--- config.mk ---
export PLATFORM = sky130hd
export DESIGN_NAME = sarc_ctrl
export DESIGN_NICKNAME = d
export VERILOG_FILES = /design/src/hdl/sarc_pkg.sv /design/src/hdl/sarc_timer.sv /design/src/hdl/sarc_ctrl.sv
export VERILOG_INCLUDE_DIRS = /design/src /design/src/hdl
export SDC_FILE = /design/constraint.sdc
export NUM_CORES = 1
export LEC_CHECK = 0
export ABC_AREA = 1
export BUFFER_PORTS_ARGS = -buffer_cell sky130_fd_sc_hd__buf_2
export CORE_MARGIN = 5
export CORE_UTILIZATION = 34
export CTS_CLUSTER_DIAMETER = 150
export CTS_CLUSTER_SIZE = 25
export DETAILED_ROUTE_END_ITERATION = 10
export PLACE_DENSITY_LB_ADDON = 0.08
export SYNTH_ARGS = -nofsm -noshare
export SYNTH_HDL_FRONTEND = slang
export SYNTH_SLANG_ARGS = --single-unit
export TNS_END_PERCENT = 30
--- constraint.sdc ---
create_clock -name core_clk -period 3.32 [get_ports core_clk]
set_input_delay 0.83 -clock core_clk [delete_from_list [all_inputs] [get_ports core_clk]]
set_output_delay 0.83 -clock core_clk [all_outputs]
set_load 0.005 [all_outputs]
--- src/hdl/sarc_defines.svh ---
// Register indices, field positions, reset values and timing figures of the converter control
`ifndef SARC_DEFINES_SVH
`define SARC_DEFINES_SVH

`define SARC_IDX_CTRL   18'h0_fe58
`define SARC_IDX_MODE   18'h0_fe59
`define SARC_IDX_RESLO  18'h0_fe5a
`define SARC_IDX_RESHI  18'h0_fe5b
`define SARC_IDX_EVST   18'h0_fe5c
`define SARC_IDX_EVMK   18'h0_fe5d

`define SARC_CTRL_CHAN_HI  7
`define SARC_CTRL_CHAN_LO  4
`define SARC_CTRL_GO       2
`define SARC_CTRL_DONE     1
`define SARC_CTRL_IE       0
`define SARC_MODE_RES8     6
`define SARC_MODE_DIV_HI   1
`define SARC_MODE_DIV_LO   0
`define SARC_RESLO_DATA_HI 7
`define SARC_RESLO_DATA_LO 4
`define SARC_RESLO_DIV     0
`define SARC_EV_DONE       0
`define SARC_EV_ABORT      1

`define SARC_RST_BYTE   8'h00
`define SARC_RST_EV     2'h0

`define SARC_BASE12     16'h0034
`define SARC_BASE8      16'h0020
`define SARC_FIXED      16'h0002
`define SARC_THIRD      16'h0003

`define SARC_RESP_OKAY  2'h0
`define SARC_RESP_SLV   2'h2

`endif

--- src/hdl/sarc_pkg.sv ---
// Types shared by the converter control modules
package sarc_pkg;

  typedef logic [3:0] sarc_chan_t;

  typedef enum logic [0:0] {
    SARC_IDLE,
    SARC_CONVERT
  } sarc_phase_t;

  typedef enum logic [2:0] {
    SARC_R_CTRL,
    SARC_R_MODE,
    SARC_R_RESLO,
    SARC_R_RESHI,
    SARC_R_EVST,
    SARC_R_EVMK,
    SARC_R_NONE
  } sarc_reg_t;

  typedef struct packed {
    sarc_phase_t phase;
    sarc_chan_t  chan;
    logic        ie;
    logic        done;
    logic        res8;
    logic [1:0]  div_lo;
    logic        div_hi;
    logic [7:0]  res_hi;
    logic [3:0]  res_lo;
    logic        first12;
    logic        conv_res8;
    logic [1:0]  ev_stat;
    logic [1:0]  ev_mask;
    logic        irq;
    logic        done_irq;
    logic        ref_en;
    sarc_chan_t  chan_out;
    logic        aw_have;
    logic [17:0] aw_idx;
    logic        w_have;
    logic [7:0]  w_byte;
    logic        w_en;
    logic        awready;
    logic        wready;
    logic        bvalid;
    logic [1:0]  bresp;
    logic        arready;
    logic        rvalid;
    logic [7:0]  rdata;
    logic [1:0]  rresp;
  } sarc_state_t;

  typedef struct packed {
    logic [15:0] cnt;
  } sarc_tmr_state_t;

endpackage

--- src/hdl/sarc_timer.sv ---
// Conversion time counter
`timescale 1ns/10ps
`include "sarc_defines.svh"

module sarc_timer (
  input  wire logic        core_clk,
  input  wire logic        rst_n,
  input  wire logic        load,
  input  wire logic        stop,
  input  wire logic [15:0] cycles,
  output wire logic        expire
);
  import sarc_pkg::*;

  sarc_tmr_state_t t_q;
  sarc_tmr_state_t t_d;

  // Last cycle of the programmed time
  assign expire = (t_q.cnt == 16'h0001);

  always_comb begin
    t_d = t_q;
    if (load) begin
      t_d.cnt = cycles;
    end else if (stop) begin
      t_d.cnt = 16'h0000;
    end else if (t_q.cnt != 16'h0000) begin
      t_d.cnt = t_q.cnt - 16'h0001;
    end
  end

  always_ff @(posedge core_clk or negedge rst_n) begin
    if (!rst_n) begin
      t_q <= '0;
    end else begin
      t_q <= t_d;
    end
  end

endmodule

--- src/hdl/sarc_ctrl.sv ---
// Converter control top: AXI4-Lite register file, sequencing and event interrupt
`timescale 1ns/10ps
`include "sarc_defines.svh"

module sarc_ctrl (
  input  wire logic             core_clk,
  input  wire logic             nrst,
  input  wire logic [19:0]      s_axi_awaddr,
  input  wire logic             s_axi_awvalid,
  output wire logic             s_axi_awready,
  input  wire logic [31:0]      s_axi_wdata,
  input  wire logic [3:0]       s_axi_wstrb,
  input  wire logic             s_axi_wvalid,
  output wire logic             s_axi_wready,
  output wire logic [1:0]       s_axi_bresp,
  output wire logic             s_axi_bvalid,
  input  wire logic             s_axi_bready,
  input  wire logic [19:0]      s_axi_araddr,
  input  wire logic             s_axi_arvalid,
  output wire logic             s_axi_arready,
  output wire logic [31:0]      s_axi_rdata,
  output wire logic [1:0]       s_axi_rresp,
  output wire logic             s_axi_rvalid,
  input  wire logic             s_axi_rready,
  input  wire logic [11:0]      adc_code,
  output wire sarc_pkg::sarc_chan_t input_sel,
  output wire logic             ref_gen_en,
  output wire logic             conv_busy,
  output wire logic             done_irq,
  output wire logic             irq
);
  import sarc_pkg::*;

  logic        rst_n_meta_q;
  logic        rst_n_q;
  sarc_state_t s_q;
  sarc_state_t s_d;
  logic        wr_go;
  logic        wr_on;
  sarc_reg_t   wr_sel;
  sarc_reg_t   rd_sel;
  logic [7:0]  wb;
  logic        start_req;
  logic        abort_req;
  logic        finish;
  logic        tmr_expire;
  logic [15:0] tmr_cycles;
  logic        dbl_due;

  // Reset image of the whole state; doubling pending from reset
  localparam sarc_state_t SARC_RST_STATE = '{
    phase:     SARC_IDLE,
    chan:      4'h0,
    ie:        1'b0,
    done:      1'b0,
    res8:      1'b0,
    div_lo:    2'h0,
    div_hi:    1'b0,
    res_hi:    `SARC_RST_BYTE,
    res_lo:    4'h0,
    first12:   1'b1,
    conv_res8: 1'b0,
    ev_stat:   `SARC_RST_EV,
    ev_mask:   `SARC_RST_EV,
    irq:       1'b0,
    done_irq:  1'b0,
    ref_en:    1'b0,
    chan_out:  4'h0,
    aw_have:   1'b0,
    aw_idx:    18'h0_0000,
    w_have:    1'b0,
    w_byte:    8'h00,
    w_en:      1'b0,
    awready:   1'b0,
    wready:    1'b0,
    bvalid:    1'b0,
    bresp:     2'h0,
    arready:   1'b0,
    rvalid:    1'b0,
    rdata:     8'h00,
    rresp:     2'h0
  };

  function automatic sarc_reg_t reg_decode(input logic [17:0] idx);
    sarc_reg_t sel;
    case (idx)
      `SARC_IDX_CTRL: begin
        sel = SARC_R_CTRL;
      end
      `SARC_IDX_MODE: begin
        sel = SARC_R_MODE;
      end
      `SARC_IDX_RESLO: begin
        sel = SARC_R_RESLO;
      end
      `SARC_IDX_RESHI: begin
        sel = SARC_R_RESHI;
      end
      `SARC_IDX_EVST: begin
        sel = SARC_R_EVST;
      end
      `SARC_IDX_EVMK: begin
        sel = SARC_R_EVMK;
      end
      default: begin
        sel = SARC_R_NONE;
      end
    endcase
    return sel;
  endfunction

  // Ceiling of (base*N+2)/3, N = 2**dsel, with base*N+2 doubled before the division on request
  function automatic logic [15:0] conv_cycles(
    input logic       res8,
    input logic [2:0] dsel,
    input logic       dbl
  );
    logic [15:0] t;
    t = (res8 ? `SARC_BASE8 : `SARC_BASE12) << dsel;
    t = t + `SARC_FIXED;
    if (dbl) begin
      t = t << 1;
    end
    return (t + `SARC_FIXED) / `SARC_THIRD;
  endfunction

  // Control register as software reads it; reserved bit reads zero
  function automatic logic [7:0] ctrl_image(input sarc_state_t st);
    logic busy;
    busy = (st.phase == SARC_CONVERT);
    return {st.chan, 1'b0, busy, st.done, st.ie};
  endfunction

  // Mode image; reserved bits read zero
  function automatic logic [7:0] mode_image(input sarc_state_t st);
    return {1'b0, st.res8, 4'h0, st.div_lo};
  endfunction

  // Result-low image with the high divide bit in bit 0
  function automatic logic [7:0] reslo_image(input sarc_state_t st);
    return {st.res_lo, 3'h0, st.div_hi};
  endfunction

  // Reset release through two stages
  always_ff @(posedge core_clk or negedge nrst) begin
    if (!nrst) begin
      rst_n_meta_q <= 1'b0;
      rst_n_q      <= 1'b0;
    end else begin
      rst_n_meta_q <= 1'b1;
      rst_n_q      <= rst_n_meta_q;
    end
  end

  sarc_timer u_timer (
    .core_clk (core_clk),
    .rst_n    (rst_n_q),
    .load     (start_req),
    .stop     (abort_req),
    .cycles   (tmr_cycles),
    .expire   (tmr_expire)
  );

  // Doubling applies to a twelve-bit start only
  assign dbl_due    = s_q.first12 & ~s_q.res8;
  assign tmr_cycles = conv_cycles(s_q.res8,
                                  {s_q.div_hi, s_q.div_lo},
                                  dbl_due);

  always_comb begin
    s_d       = s_q;
    wr_go     = 1'b0;
    wr_on     = 1'b0;
    wr_sel    = SARC_R_NONE;
    rd_sel    = SARC_R_NONE;
    wb        = s_q.w_byte;
    start_req = 1'b0;
    abort_req = 1'b0;
    finish    = 1'b0;

    // Write address and data are taken independently
    if (s_q.awready && s_axi_awvalid) begin
      s_d.aw_have = 1'b1;
      s_d.aw_idx  = s_axi_awaddr[19:2];
    end
    if (s_q.wready && s_axi_wvalid) begin
      s_d.w_have = 1'b1;
      s_d.w_byte = s_axi_wdata[7:0];
      s_d.w_en   = s_axi_wstrb[0];
    end
    if (s_q.bvalid && s_axi_bready) begin
      s_d.bvalid = 1'b0;
    end
    if (s_q.aw_have && s_q.w_have && !s_q.bvalid) begin
      wr_go       = 1'b1;
      wr_sel      = reg_decode(s_q.aw_idx);
      wr_on       = wr_go && s_q.w_en;
      s_d.aw_have = 1'b0;
      s_d.w_have  = 1'b0;
      s_d.bvalid  = 1'b1;
      s_d.bresp   = (wr_sel == SARC_R_NONE) ? `SARC_RESP_SLV : `SARC_RESP_OKAY;
    end

    // Conversion end; results are written in this one cycle, res_lo only for a twelve-bit conversion
    finish = (s_q.phase == SARC_CONVERT) && tmr_expire;
    if (finish) begin
      s_d.phase = SARC_IDLE;
      if (s_q.conv_res8) begin
        s_d.res_hi = adc_code[11:4];
      end else begin
        s_d.res_hi  = adc_code[11:4];
        s_d.res_lo  = adc_code[3:0];
        s_d.first12 = 1'b0;
      end
    end

    // Register writes; reserved bits are not stored
    if (wr_on) begin
      case (wr_sel)
        SARC_R_CTRL: begin
          s_d.chan = wb[`SARC_CTRL_CHAN_HI:`SARC_CTRL_CHAN_LO];
          s_d.ie   = wb[`SARC_CTRL_IE];
          if (!wb[`SARC_CTRL_DONE]) begin
            s_d.done = 1'b0;
          end
          if (wb[`SARC_CTRL_GO] && s_q.phase == SARC_IDLE) begin
            start_req = 1'b1;
          end
          if (!wb[`SARC_CTRL_GO] && s_q.phase == SARC_CONVERT && !finish) begin
            abort_req = 1'b1;
          end
        end
        SARC_R_MODE: begin
          if (s_q.res8 && !wb[`SARC_MODE_RES8]) begin
            s_d.first12 = 1'b1;
          end
          s_d.res8   = wb[`SARC_MODE_RES8];
          s_d.div_lo = wb[`SARC_MODE_DIV_HI:`SARC_MODE_DIV_LO];
        end
        SARC_R_RESLO: begin
          s_d.res_lo = wb[`SARC_RESLO_DATA_HI:`SARC_RESLO_DATA_LO];
          s_d.div_hi = wb[`SARC_RESLO_DIV];
        end
        SARC_R_RESHI: begin
          s_d.res_hi = wb;
        end
        SARC_R_EVST: begin
          s_d.ev_stat = s_q.ev_stat & ~wb[1:0];
        end
        SARC_R_EVMK: begin
          s_d.ev_mask = wb[1:0];
        end
        default: begin
          s_d.ev_mask = s_d.ev_mask;
        end
      endcase
    end

    // Start latches resolution and channel for the whole conversion
    if (start_req) begin
      s_d.phase     = SARC_CONVERT;
      s_d.conv_res8 = s_q.res8;
      s_d.chan_out  = s_d.chan;
    end
    if (abort_req) begin
      s_d.phase = SARC_IDLE;
    end

    // Hardware sets win over software clears
    if (finish) begin
      s_d.done                  = 1'b1;
      s_d.ev_stat[`SARC_EV_DONE] = 1'b1;
    end
    if (abort_req) begin
      s_d.ev_stat[`SARC_EV_ABORT] = 1'b1;
    end

    s_d.ref_en   = (s_d.phase == SARC_CONVERT);
    s_d.done_irq = s_d.ie & s_d.done;
    s_d.irq      = |(s_d.ev_stat & s_d.ev_mask);

    // Read channel, one cycle to the answer
    if (s_q.rvalid && s_axi_rready) begin
      s_d.rvalid = 1'b0;
    end
    if (s_q.arready && s_axi_arvalid) begin
      rd_sel     = reg_decode(s_axi_araddr[19:2]);
      s_d.rvalid = 1'b1;
      s_d.rresp  = `SARC_RESP_OKAY;
      case (rd_sel)
        SARC_R_CTRL: begin
          s_d.rdata = ctrl_image(s_q);
        end
        SARC_R_MODE: begin
          s_d.rdata = mode_image(s_q);
        end
        SARC_R_RESLO: begin
          s_d.rdata = reslo_image(s_q);
        end
        SARC_R_RESHI: begin
          s_d.rdata = s_q.res_hi;
        end
        SARC_R_EVST: begin
          s_d.rdata = {6'h00, s_q.ev_stat};
        end
        SARC_R_EVMK: begin
          s_d.rdata = {6'h00, s_q.ev_mask};
        end
        default: begin
          s_d.rdata = `SARC_RST_BYTE;
          s_d.rresp = `SARC_RESP_SLV;
        end
      endcase
    end

    s_d.awready = !s_d.aw_have && !s_d.bvalid;
    s_d.wready  = !s_d.w_have && !s_d.bvalid;
    s_d.arready = !s_d.rvalid;
  end

  always_ff @(posedge core_clk or negedge rst_n_q) begin
    if (!rst_n_q) begin
      s_q <= SARC_RST_STATE;
    end else begin
      s_q <= s_d;
    end
  end

  assign s_axi_awready = s_q.awready;
  assign s_axi_wready  = s_q.wready;
  assign s_axi_bvalid  = s_q.bvalid;
  assign s_axi_bresp   = s_q.bresp;
  assign s_axi_arready = s_q.arready;
  assign s_axi_rvalid  = s_q.rvalid;
  assign s_axi_rresp   = s_q.rresp;
  assign s_axi_rdata   = {24'h00_0000, s_q.rdata};
  assign input_sel     = s_q.chan_out;
  assign ref_gen_en    = s_q.ref_en;
  assign conv_busy     = (s_q.phase == SARC_CONVERT);
  assign done_irq      = s_q.done_irq;
  assign irq           = s_q.irq;

endmodule

==> out/summary.txt <==
register area share after synthesis -> 0.417
Final Worst Setup Slack -> 0.196 ns
Total GRT Usage -> 0.151
drt via density -> 4.67
top cell type by total area after synthesis -> dfrtp_1
Hold Slack -> 0.256 ns
number of enable flip-flop cells after synthesis -> 0
chip height -> 141 um
fillcell total -> 1731
first-pass GRT wire length -> 24500 um
min Tclk post-route -> 3.12 ns
clock latency at the later pin of the worst-skew pair -> 0.35 ns
Routed wire per std cell -> 13.6 um
most common cell after layout, fill and taps aside -> nand2_1
WP data arrival -> 3.36 ns
distinct cell type count after synthesis -> 57
FF-to-FF setup slack -> 0.20 ns
DRC viols -> 0
Crit. Startpoint -> s_q[74]
CTS clk-pin slew, worst paths -> 0.07 ns
run status -> complete, no violations
Peak Freq -> 0.320 GHz
1st-pass router iterations -> 5
final count of hold timing violations -> 0
Worst setup endpoint -> u_timer.t_q[0]
post-route setup TNS -> 0 ns
TritonCTS clock tree -> done
post-synth top area share -> 0.412
Tcrit/Tclk final -> 0.941
DRT iter0 DRCs -> 273
Synth Flop Type -> dfrtp_1
htree depth -> 3
CTS Buf Count -> 9
yosys synthesis warning count -> 0
max cap viols -> 0
vias in the first global route -> 5006
maximum fanout along the worst path -> 4
Area growth syn-to-layout -> 21.7%
Reg-to-Reg Start -> s_q[74]
via count -> 5166
num rows -> 47
worst slew pin tran -> 1.11 ns
CP startpoint kind -> flip-flop
core area -> 16700 um2
reg2reg end -> u_timer.t_q[0]
Nets -> 983
R2R cell count -> 25
fraction of layout cells with a size suffix above 1 -> 0.254
Final Max Slew Viols -> 0
Worst slew margin -> 0.261
final core occ -> 0.425
Post-Syn Instances -> 759
top post-synthesis cells by area -> dfrtp_1 41%, nand2_1 12%, inv_1 6.8%
Leakage Power -> 3.69 nW
DPL Wire Length -> 11500 um
syn avg cell area -> 7.68 um2
Overflow after GRT -> 0
commonest cells after routing, fill and taps aside -> 179 x nand2_1, 100 x inv_1, 95 x dfrtp_1
clk buf depth -> 2
largest net degree at the start of global routing -> 84
Worst Skew -> 0.0117 ns
input/output buffers -> 86
initial cell density of the core -> 0.349
Async SR Flop Fraction -> 1.00
Layout Cells excl Fill -> 1106
CTS root buffer -> clkbuf_16
Die W -> 141 um
final setup fails -> 0
Antenna Diode Count -> 0
CP required -> 3.56 ns
worst hold path type -> in -> async
initial antenna violation count -> 0
antenna viol nets, final -> 0
#FFs+latches synth -> 97
clk sink count -> 97
GPL Wtd Cong -> 0.880
CP Capture Type -> flip-flop
RSZ-0062 raised after global routing -> yes
Setup WS pre-CTS -> -0.0144 ns
WS Path Type -> reg -> reg
io pins -> 144
Placed Instances -> 1082
Pwr Density -> 432 nW/um2
DIE AREA -> 19900 um2
peak supply drop -> 0.317 mV
post-synthesis cell area -> 5830 um2
Post-Route WL -> 15000 um
logic make-up after synthesis:
logic type,Yosys count,synth area share
xor gates and xnor gates,15,0.0225
muxes,1,0.00193
AOI/OAI and AO/OA,115,0.128
and+or+nand+nor,352,0.275
buffers and inverters,171,0.141
other,2,0.00129
adders and majority gates,6,0.0129
DFF,97,0.417
where the power goes:
group,switching [W],internal [W]
combinational,0.000322,0.000167
sequential,0.000175,0.00138
clock,0.000486,0.000539
total,0.000983,0.00209
timing repair:
item / 4_1_cts / 5_1_grt
resized for setup: 1 / 33
cloned: 0 / 0
endpoints found under the hold margin: 0 / 0
endpoints found under the setup margin: 1 / 5
setup buffers: 0 / 9
hold buffers: 0 / 0
pin swaps: 0 / 18
per-stage QoR:
stage	area [um2]	total power, W
floorplan	5920	0.00189
global placement	6600	0.00205
detailed placement	6600	0.00207
CTS	6890	0.00311
global route	7100	0.00327
finish	7100	0.00307
layout make-up:
| cell class | instances | area [um2] | area share |
|---|---|---|---|
| clock buffer | 10 | 239 | 0.0337 |
| clock inverter | 5 | 45.0 | 0.00635 |
| inverter | 117 | 452 | 0.0637 |
| multi-input combinational | 516 | 2800 | 0.395 |
| sequential | 97 | 2430 | 0.343 |
| tap | 220 | 275 | 0.0388 |
| timing repair buffer | 141 | 851 | 0.120 |
synth_stat cells (7+ instances only):
| cell | number |
|---|---|
| a21oi_1 | 12 |
| buf_4 | 44 |
| clkbuf_1 | 7 |
| dfrtp_1 | 96 |
| inv_1 | 106 |
| inv_2 | 9 |
| nand2_1 | 181 |
| nand2_2 | 9 |
| nand3_1 | 53 |
| nand4_1 | 13 |
| nor2_1 | 51 |
| nor3_1 | 16 |
| o21ai_0 | 51 |
| o21ai_2 | 7 |
| xor2_1 | 11 |
state kept, by name, indices dropped and copies added (netlist names):
name and flops:
s_axi_rvalid 1, rst_n_meta_q 1, s_axi_rresp 1, s_axi_bresp 1, u_timer.t_q 16, s_axi_bvalid 1
s_axi_rdata 8, irq 1, s_axi_awready 1, wb 8, rst_n_q 1, done_irq 1
s_q 49, input_sel 4, s_axi_arready 1, ref_gen_en 1, s_axi_wready 1
worst max-delay path, cell delays in order (launching register included):
cell	delay [ns]
dfrtp_1	0.42
buf_6	0.15
o21ai_4	0.18
buf_6	0.13
nand3_4	0.06
nand2_4	0.11
nand2_4	0.05
o21ai_4	0.07
a21oi_4	0.09
a21oi_4	0.21
nand2_4	0.08
nand2_4	0.07
nand2_4	0.05
nand2_4	0.07
inv_4	0.04
ha_4	0.16
inv_4	0.06
nand3_4	0.08
xor2_2	0.19
ha_2	0.21
inv_2	0.09
nand4_4	0.10
nand2_1	0.09
nand3_1	0.07
o21bai_1	0.13
nand2_1	0.06
per-layer routing:
layer,up-vias,GRT usage,share of wire
met3,17,0.0271,0.053
met4,0,0.0428,0.014
met2,131,0.241,0.45
met5,-,0,0
met1,2371,0.210,0.48
li1,2647,-,-
worst min path at each step:
| stage | from | end |
|---|---|---|
| final | nrst | rst_n_q |
| after global routing | nrst | rst_n_q |
| after CTS | nrst | rst_n_q |
| after detailed placement | rst_n_meta_q | rst_n_q |
| after global placement | rst_n_meta_q | rst_n_q |
| after floorplan | rst_n_meta_q | rst_n_q |
Note: power is estimated with default switching activity, not from simulation.
